[config.mk]
export PLATFORM = sky130hd
export DESIGN_NAME = lum_line_unit
export DESIGN_NICKNAME = d
export VERILOG_FILES = /design/src/shared/lum_pkg.sv /design/src/hdl/lum_line_unit.sv
export VERILOG_INCLUDE_DIRS = /design/src /design/src/shared
export SDC_FILE = /design/constraint.sdc
export NUM_CORES = 1
export LEC_CHECK = 0
export BUFFER_PORTS_ARGS = -buffer_cell sky130_fd_sc_hd__buf_4
export CORE_MARGIN = 2
export CORE_UTILIZATION = 60
export CTS_BUF_LIST = sky130_fd_sc_hd__clkbuf_8
export DETAILED_ROUTE_END_ITERATION = 8
export PLACE_DENSITY = 0.87
export SLEW_MARGIN = 10
export SYNTH_ARGS = -nofsm -noshare
export SYNTH_HDL_FRONTEND = slang
export SYNTH_SLANG_ARGS = --single-unit
[constraint.sdc]
create_clock -name mclk -period 4.95 [get_ports mclk]
set_input_delay 0.2475 -clock mclk [delete_from_list [all_inputs] [get_ports mclk]]
set_output_delay 0.2475 -clock mclk [all_outputs]
set_load 0.1 [all_outputs]
[src/shared/lum_regs.svh]
// register offsets, field positions and reset values of the line unit status block
`ifndef LUM_REGS_SVH
`define LUM_REGS_SVH
`define LUM_ADDR_W        13
`define LUM_OFF_STD_CTRL  13'h1000
`define LUM_OFF_BUILDOUT  13'h1001
`define LUM_OFF_MAINT     13'h1002
`define LUM_OFF_LIVE      13'h1003
`define LUM_OFF_MASK      13'h1004
`define LUM_OFF_LATCH     13'h1005
`define LUM_OFF_LEVEL     13'h1006
`define LUM_OFF_RXMON     13'h1007
`define LUM_RST_BYTE      8'h00
`define LUM_BIT_STD_SEL   1
`define LUM_BIT_ALARM     7
`define LUM_BIT_AUTO_AIS  6
`define LUM_BIT_NEAR_LB   5
`define LUM_BIT_ANA_LB    4
`define LUM_BIT_RET_LB    3
`define LUM_BIT_TX_PD     2
`define LUM_BIT_RX_PD     1
`define LUM_BIT_TX_EN     0
`define LUM_BIT_OVER_EQ   5
`define LUM_BIT_UNDER_EQ  4
`define LUM_BIT_SHORT     2
`define LUM_BIT_OPEN      1
`define LUM_BIT_LOS       0
`define LUM_BIT_CLK_RX    7
`define LUM_CSU_FIRST     3'h5
`endif

[src/shared/lum_pkg.sv]
// types shared by the line unit status block
package lum_pkg;
  // live line conditions coming from the analogue front end
  typedef struct packed {
    logic jitter_limit;
    logic open_out;
    logic short_out;
    logic sig_loss;
  } lum_cond_s;

  // host register port access
  typedef struct packed {
    logic        rd;
    logic        wr;
    logic [12:0] addr;
    logic [7:0]  wdata;
  } lum_host_s;

  // transmit selector state
  typedef enum logic [1:0] {
    LUM_TX_FRAMER,
    LUM_TX_ALARM,
    LUM_TX_RETURN
  } lum_tx_src_e;
endpackage : lum_pkg

[src/hdl/lum_line_unit.sv]
// line unit maintenance control, live status, event latches and level reporting
`timescale 1ns/10ps
`include "lum_regs.svh"

module lum_line_unit
  import lum_pkg::*;
(
  input  wire logic        mclk,
  input  wire logic        rst,
  input  wire lum_host_s   host,
  output logic [7:0]       rdata,
  input  wire lum_cond_s   cond,
  input  wire logic        over_eq,
  input  wire logic        under_eq,
  input  wire logic [3:0]  level_raw,
  input  wire logic [3:0]  equalizer_gain_cap,
  input  wire logic        short_haul,
  input  wire logic        output_drive_pin,
  input  wire logic        framer_tx_data,
  input  wire logic        rx_line_data,
  output logic             tx_line_data,
  output logic             tx_line_pos_oe,
  output logic             tx_line_neg_oe,
  output logic             rx_to_framer,
  output logic             transmitter_powerdown,
  output logic             receiver_powerdown,
  output logic             near_side_loopback_en,
  output logic             analog_path_loopback_en,
  output logic             line_return_loopback_en,
  output logic             line_clock_receive_en,
  output logic             line_standard_select,
  output logic             irq
);

  // ****************************************************************
  // register storage
  // ****************************************************************
  logic [7:0] std_ctrl_q;
  logic [7:0] buildout_q;
  logic [7:0] maint_q;
  logic [7:0] mask_q;
  logic [7:0] latch_q;
  logic [7:0] latch_d;
  logic [7:0] rxmon_q;
  logic [7:0] live_q;
  logic [3:0] level_q;
  logic [3:0] cond_prev_q;
  logic [3:0] cond_now;
  logic [7:0] events;
  logic       csu_mode;
  lum_tx_src_e tx_src;

  function automatic logic hit(input logic [12:0] off);
    hit = host.wr && (host.addr == off);
  endfunction : hit

  always_ff @(posedge mclk) begin
    if (rst) begin
      std_ctrl_q <= `LUM_RST_BYTE;
      buildout_q <= `LUM_RST_BYTE;
      maint_q    <= `LUM_RST_BYTE;
      mask_q     <= `LUM_RST_BYTE;
      rxmon_q    <= `LUM_RST_BYTE;
    end else begin
      if (hit(`LUM_OFF_STD_CTRL)) std_ctrl_q <= host.wdata & 8'h1F;
      if (hit(`LUM_OFF_BUILDOUT)) buildout_q <= host.wdata & 8'h77;
      if (hit(`LUM_OFF_MAINT))    maint_q    <= host.wdata;
      if (hit(`LUM_OFF_MASK))     mask_q     <= host.wdata;
      if (hit(`LUM_OFF_RXMON))    rxmon_q    <= host.wdata;
    end
  end

  // ****************************************************************
  // live status and level code
  // ****************************************************************
  assign cond_now = {cond.jitter_limit, cond.open_out, cond.short_out, cond.sig_loss};

  always_ff @(posedge mclk) begin
    if (rst) begin
      live_q      <= `LUM_RST_BYTE;
      level_q     <= 4'h0;
      cond_prev_q <= 4'h0;
    end else begin
      live_q                    <= 8'h00;
      live_q[`LUM_BIT_OVER_EQ]  <= over_eq;
      live_q[`LUM_BIT_UNDER_EQ] <= under_eq;
      live_q[`LUM_BIT_SHORT]    <= cond.short_out;
      live_q[`LUM_BIT_OPEN]     <= cond.open_out;
      live_q[`LUM_BIT_LOS]      <= cond.sig_loss;
      // short-haul caps the reported code at the gain cap
      if (short_haul && (level_raw > equalizer_gain_cap))
        level_q <= equalizer_gain_cap;
      else
        level_q <= level_raw;
      cond_prev_q <= cond_now;
    end
  end

  // ****************************************************************
  // event latches
  // ****************************************************************
  assign csu_mode = line_standard_select &&
                    (buildout_q[2:0] >= `LUM_CSU_FIRST);

  always_comb begin
    events      = {cond_prev_q & ~cond_now, ~cond_prev_q & cond_now};
    events[1]   = events[1] & ~csu_mode;
    events[2]   = events[2] & ~csu_mode;
    latch_d     = latch_q;
    if (hit(`LUM_OFF_LATCH))
      latch_d   = latch_q & ~host.wdata;
    latch_d     = latch_d | events;
  end

  always_ff @(posedge mclk) begin
    if (rst) latch_q <= `LUM_RST_BYTE;
    else     latch_q <= latch_d;
  end

  assign irq = |(latch_q & mask_q);

  // ****************************************************************
  // maintenance control outputs
  // ****************************************************************
  assign near_side_loopback_en   = maint_q[`LUM_BIT_NEAR_LB];
  assign analog_path_loopback_en = maint_q[`LUM_BIT_ANA_LB];
  assign line_return_loopback_en = maint_q[`LUM_BIT_RET_LB];
  assign transmitter_powerdown   = maint_q[`LUM_BIT_TX_PD];
  assign receiver_powerdown      = maint_q[`LUM_BIT_RX_PD];
  assign line_clock_receive_en   = rxmon_q[`LUM_BIT_CLK_RX];
  assign line_standard_select    = std_ctrl_q[`LUM_BIT_STD_SEL];

  // output enables follow the drive pin gated by transmitter power-down; power-down forces high impedance
  assign tx_line_pos_oe = output_drive_pin && !maint_q[`LUM_BIT_TX_PD];
  assign tx_line_neg_oe = tx_line_pos_oe;

  always_comb begin
    if (maint_q[`LUM_BIT_ALARM] ||
        (maint_q[`LUM_BIT_AUTO_AIS] && cond.sig_loss))
      tx_src = LUM_TX_ALARM;
    else if (maint_q[`LUM_BIT_RET_LB])
      tx_src = LUM_TX_RETURN;
    else
      tx_src = LUM_TX_FRAMER;
  end

  always_ff @(posedge mclk) begin
    if (rst) begin
      tx_line_data <= 1'b0;
      rx_to_framer <= 1'b0;
    end else begin
      rx_to_framer <= receiver_powerdown ? 1'b0 : rx_line_data;
      case (tx_src)
        LUM_TX_ALARM:  tx_line_data <= 1'b1;
        LUM_TX_RETURN: tx_line_data <= rx_line_data;
        LUM_TX_FRAMER: tx_line_data <= framer_tx_data;
        default:       tx_line_data <= 1'b0;
      endcase
    end
  end

  // ****************************************************************
  // read data
  // ****************************************************************
  always_ff @(posedge mclk) begin
    if (rst) rdata <= `LUM_RST_BYTE;
    else if (host.rd) begin
      case (host.addr)
        `LUM_OFF_STD_CTRL: rdata <= std_ctrl_q;
        `LUM_OFF_BUILDOUT: rdata <= buildout_q;
        `LUM_OFF_MAINT:    rdata <= maint_q;
        `LUM_OFF_LIVE:     rdata <= live_q;
        `LUM_OFF_MASK:     rdata <= mask_q;
        `LUM_OFF_LATCH:    rdata <= latch_q;
        `LUM_OFF_LEVEL:    rdata <= {level_q, 4'h0};
        `LUM_OFF_RXMON:    rdata <= rxmon_q;
        default:           rdata <= 8'h00;
      endcase
    end
  end

  // ****************************************************************
  // checks
  // ****************************************************************
  property p_alarm_out;
    @(posedge mclk) disable iff (rst)
      (maint_q[`LUM_BIT_AUTO_AIS] && cond.sig_loss) |=> tx_line_data;
  endproperty
  a_alarm_out: assert property (p_alarm_out) else $error("alarm not sent");

  property p_force_alarm;
    @(posedge mclk) disable iff (rst)
      maint_q[`LUM_BIT_ALARM] |=> tx_line_data;
  endproperty
  a_force_alarm: assert property (p_force_alarm) else $error("forced alarm missing");

  property p_return;
    @(posedge mclk) disable iff (rst)
      (tx_src == LUM_TX_RETURN) |=> (tx_line_data == $past(rx_line_data));
  endproperty
  a_return: assert property (p_return) else $error("return loop wrong");

  property p_pd_hiz;
    @(posedge mclk) disable iff (rst)
      maint_q[`LUM_BIT_TX_PD] |-> !tx_line_pos_oe && !tx_line_neg_oe;
  endproperty
  a_pd_hiz: assert property (p_pd_hiz) else $error("driving while powered down");

  property p_los_live;
    @(posedge mclk) disable iff (rst)
      ##1 live_q[`LUM_BIT_LOS] == $past(cond.sig_loss);
  endproperty
  a_los_live: assert property (p_los_live) else $error("loss status lag");

  property p_rise_set;
    @(posedge mclk) disable iff (rst)
      (cond.sig_loss && !cond_prev_q[0]) |=> latch_q[0];
  endproperty
  a_rise_set: assert property (p_rise_set) else $error("loss start missed");

  property p_fall_set;
    @(posedge mclk) disable iff (rst)
      (!cond.sig_loss && cond_prev_q[0]) |=> latch_q[4];
  endproperty
  a_fall_set: assert property (p_fall_set) else $error("loss end missed");

  property p_hold;
    @(posedge mclk) disable iff (rst)
      (latch_q[3] && !(host.wr && (host.addr == `LUM_OFF_LATCH))) |=> latch_q[3];
  endproperty
  a_hold: assert property (p_hold) else $error("latch dropped");

  property p_irq;
    @(posedge mclk) disable iff (rst)
      (|(events & mask_q) && !(host.wr && (host.addr == `LUM_OFF_MASK))) |=> irq;
  endproperty
  a_irq: assert property (p_irq) else $error("irq mismatch");

  property p_near_lb;
    @(posedge mclk) disable iff (rst)
      (host.wr && (host.addr == `LUM_OFF_MAINT)) |=>
        (near_side_loopback_en == $past(host.wdata[`LUM_BIT_NEAR_LB]));
  endproperty
  a_near_lb: assert property (p_near_lb) else $error("near loopback bit lost");

  property p_ana_lb;
    @(posedge mclk) disable iff (rst)
      (host.wr && (host.addr == `LUM_OFF_MAINT)) |=>
        (analog_path_loopback_en == $past(host.wdata[`LUM_BIT_ANA_LB]));
  endproperty
  a_ana_lb: assert property (p_ana_lb) else $error("analog loopback bit lost");

  property p_rx_pd;
    @(posedge mclk) disable iff (rst)
      receiver_powerdown |=> !rx_to_framer;
  endproperty
  a_rx_pd: assert property (p_rx_pd) else $error("receiver active while powered down");

  property p_oe_pin;
    @(posedge mclk) disable iff (rst)
      !output_drive_pin |-> !tx_line_pos_oe && !tx_line_neg_oe;
  endproperty
  a_oe_pin: assert property (p_oe_pin) else $error("outputs driven without pin");

  property p_eq_live;
    @(posedge mclk) disable iff (rst)
      ##1 {live_q[`LUM_BIT_OVER_EQ], live_q[`LUM_BIT_UNDER_EQ]} == $past({over_eq, under_eq});
  endproperty
  a_eq_live: assert property (p_eq_live) else $error("equalizer status lag");

  property p_short_live;
    @(posedge mclk) disable iff (rst)
      ##1 live_q[`LUM_BIT_SHORT] == $past(cond.short_out);
  endproperty
  a_short_live: assert property (p_short_live) else $error("short status lag");

  property p_open_live;
    @(posedge mclk) disable iff (rst)
      ##1 live_q[`LUM_BIT_OPEN] == $past(cond.open_out);
  endproperty
  a_open_live: assert property (p_open_live) else $error("open status lag");

  property p_mask_wr;
    @(posedge mclk) disable iff (rst)
      (host.wr && (host.addr == `LUM_OFF_MASK)) |=> (mask_q == $past(host.wdata));
  endproperty
  a_mask_wr: assert property (p_mask_wr) else $error("mask write lost");

  property p_csu_quiet;
    @(posedge mclk) disable iff (rst)
      (csu_mode && cond.open_out && !cond_prev_q[2] && !latch_q[2]) |=> !latch_q[2];
  endproperty
  a_csu_quiet: assert property (p_csu_quiet) else $error("open start latched in csu");

  property p_level;
    @(posedge mclk) disable iff (rst)
      !short_haul |=> (level_q == $past(level_raw));
  endproperty
  a_level: assert property (p_level) else $error("level code lag");

  property p_level_cap;
    @(posedge mclk) disable iff (rst)
      short_haul |=> (level_q <= $past(equalizer_gain_cap));
  endproperty
  a_level_cap: assert property (p_level_cap) else $error("level code above cap");

  property p_clk_rx;
    @(posedge mclk) disable iff (rst)
      (host.wr && (host.addr == `LUM_OFF_RXMON)) |=>
        (line_clock_receive_en == $past(host.wdata[`LUM_BIT_CLK_RX]));
  endproperty
  a_clk_rx: assert property (p_clk_rx) else $error("clock receive bit lost");

  property p_std_sel;
    @(posedge mclk) disable iff (rst)
      (host.wr && (host.addr == `LUM_OFF_STD_CTRL)) |=>
        (line_standard_select == $past(host.wdata[`LUM_BIT_STD_SEL]));
  endproperty
  a_std_sel: assert property (p_std_sel) else $error("standard select lost");

  property p_w1c;
    @(posedge mclk) disable iff (rst)
      (host.wr && (host.addr == `LUM_OFF_LATCH) && host.wdata[3] && !events[3]) |=>
        !latch_q[3];
  endproperty
  a_w1c: assert property (p_w1c) else $error("latch not cleared");

endmodule : lum_line_unit

==> flow_summary.ini <==
[timing]
hold_ws_ps = 124
min_period_over_period = 0.443
setup_ws_ps = 2760
finalCriticalPeriod_ps = 2190
fin_skew_ps = 5.25
maxSlewViolCount = 0
rsz0062_at_grt = no
max_slew.worst_pin.slew_ps = 914
finalSetupViolations = 0
max-slew-margin-rel = 0.386
max_freq_mhz = 456
setup_tns_ps = 0
finalHoldViolations = 0

[synth]
synthesis.nets = 370
syn_area_um2 = 2920
ys_warn_count = 0
async_reset_ff_frac = 0
ys_types = 42
ys_seq_area_frac = 0.432
synth_top_area_frac = 0.432
synth_cells = 323
ys.flop_type = dfxtp_1
synth.largest_area_cell = dfxtp_1
syn_avg_cell_area_um2 = 9.04
synth_edf_count = 0
synthTopCellsByArea = dfxtp_1 43%, mux2i_1 14%, a21oi_1 4.8%
ys_ff_latch = 63

[worst_setup_path]
path_class = in2reg
r2r-start = mask_q[2]
critPathMaxStageDelay_ps = 780
r2r_slack_ps = 3630
cp_max_fo = 16
arrival_ps = 2380
critical_path.endpoint_type = register
critPathLaunchType = input pin
worst_r2r_endpoint = rdata[2]
slowest_stage = nor4_4
reg2regPathDepth = 5
cp_top_family = simple AND/OR/NAND/NOR gates
worstPathRequired_ps = 5140
crit_path_frequent_cell = nand2_1
cp_cell_sequence = buf_4, or4b_4, nor4_4, nand2_1, nand2_1, a21oi_1
crit_buf_inv = 1

[hold_path]
holdCritPathClass = in2reg
hold_depth = 2
min_from = over_eq
holdPathEnd = live_q[5]

[power]
p_leak_nw = 1.56
ir_drop_mv = 0.227
powerDensity_nw_per_um2 = 301
p_total_w = 0.00108

[clocking]
hold_buffers = 0
cts_buffers = 9
cts_resized = 0
clkSinkCount = 63
clock_path_buffers = 2
htree_levels = 3
clk_pin_slew_ps = 70
cts_setup_buffers = 0
clk_root_buffer_cell = clkbuf_8
cts_tree = yes
clkLatencyLatePin_ps = 330

[floorplanning]
io_pins = 63
die-height_um = 73.8
initial_core_util = 0.622
rows = 25
coreArea_um2 = 4690
die_w_um = 73.8
dieArea_um2 = 5440

[placement]
gp_routability_congestion = 0.885
io_buffer_count = 62
hpwl_um = 5340
placement.setup.worst_slack_ps = 2480
place_inst = 424

[layout]
synthToLayoutAreaGrowth_pct = 22.7
fin_nets = 428
fin_cells = 439
drive_gt1_frac = 0.229
diodes = 0
fill_cells = 347

[detailed_routing]
drt_wl_total_um = 7520
drt_pass1_iterations = 5
drcViolationCount = 0
wl_per_cell_um = 17.1
via_count = 2667
detail-route-antenna-nets = 0
drt_iter0_markers = 377
vias_per_cell = 6.08

[grt]
antenna_found_initial = 0
grt_max_degree = 58
grtUsageTotal = 0.299
gr-total-overflow = 0
grt_pass1_wl_um = 12200
grt_pass1_vias = 2512

[run_status]
outcome = complete, no violations

[job]
max-cap-violations = 0
sequential cells by signal, indices dropped and copies added (netlist names):
| register | flops |
|---|---|
| rx_to_framer | 1 |
| tx_line_data | 1 |
| rxmon_q | 8 |
| maint_q | 8 |
| mask_q | 8 |
| std_ctrl_q | 5 |
| buildout_q | 6 |
| rdata | 8 |
| latch_q | 8 |
| level_q | 4 |
| live_q | 5 |
| cond_prev_q | 1 |
worst max path at each step:
stage,end,cells after the start,from
detailed placement,mask_q[1],6,host[16]
CTS,mask_q[4],6,host[16]
global route,mask_q[4],6,host[16]
global placement,mask_q[3],6,host[16]
finish,mask_q[4],6,host[16]
floorplan,tx_line_pos_oe,2,maint_q[2]
layer usage:
layer / vias to the layer above / share of wire / track usage
met4: 0 / 0.019 / 0.139
met5: - / 0 / 0
li1: 1274 / - / -
met1: 1244 / 0.43 / 0.391
met3: 18 / 0.070 / 0.0576
met2: 131 / 0.48 / 0.477
area by class of cell:
class	count	area, um2	area share
flip-flops and latches	63	1260	0.352
inverters	8	30.0	0.00838
multi-input cells	236	1550	0.433
well taps	54	67.6	0.0189
clock buffers	11	151	0.0423
clock inverters	4	46.3	0.0129
repair buffers	63	473	0.132
report_power, final:
part	switching [W]	internal, W	leakage, nW	total [W]
Clock	0.000191	0.000255	0.103	0.000446
Sequential	0.00000595	0.000517	0.512	0.000523
Combinational	0.0000648	0.0000459	0.942	0.000111
Total	0.000262	0.000818	1.56	0.00108
Yosys cell counts, types with 7 or more instances:
| master | n |
|---|---|
| mux2i_1 | 40 |
| o21ai_0 | 13 |
| nand2_1 | 36 |
| nor2_1 | 33 |
| dfxtp_1 | 63 |
| a21oi_1 | 28 |
| clkbuf_1 | 7 |
| nand2b_1 | 10 |
| inv_1 | 8 |
| nor2b_1 | 8 |
| nand3_1 | 13 |
logic make-up (layout without fill, tap and decap cells):
group                      count (synthesis)  after routing  share of synthesized area
muxes                                     43             43                      0.153
and+or+nand+nor                          124            124                      0.224
buffers and inverters                     24             86                     0.0360
DFF                                       63             63                      0.432
adders and majority gates                  4              4                     0.0171
AOI/OAI and AO/OA                         65             65                      0.138
metrics by stage:
step | util | area (um2)
after floorplan | - | 2920
after global placement | 0.721 | 3380
after detailed placement | 0.721 | 3380
after CTS | 0.763 | 3580
after global routing | 0.763 | 3580
final | 0.763 | 3580
cell usage in the layout (no fill, tap or decap), drive strengths merged, types with 4 or more instances in the layout:
| master | n |
|---|---|
| mux2i | 40 |
| nand2 | 36 |
| nand2b | 10 |
| o21ai | 13 |
| clkbuf | 11 |
| nor4 | 4 |
| a22oi | 4 |
| nor2 | 33 |
| ha | 4 |
| nand3 | 16 |
| buf | 63 |
| dfxtp | 63 |
| nor2b | 8 |
| a21oi | 28 |
| o211ai | 4 |
| inv | 9 |
No activity file was read; power rests on OpenSTA's default activity.
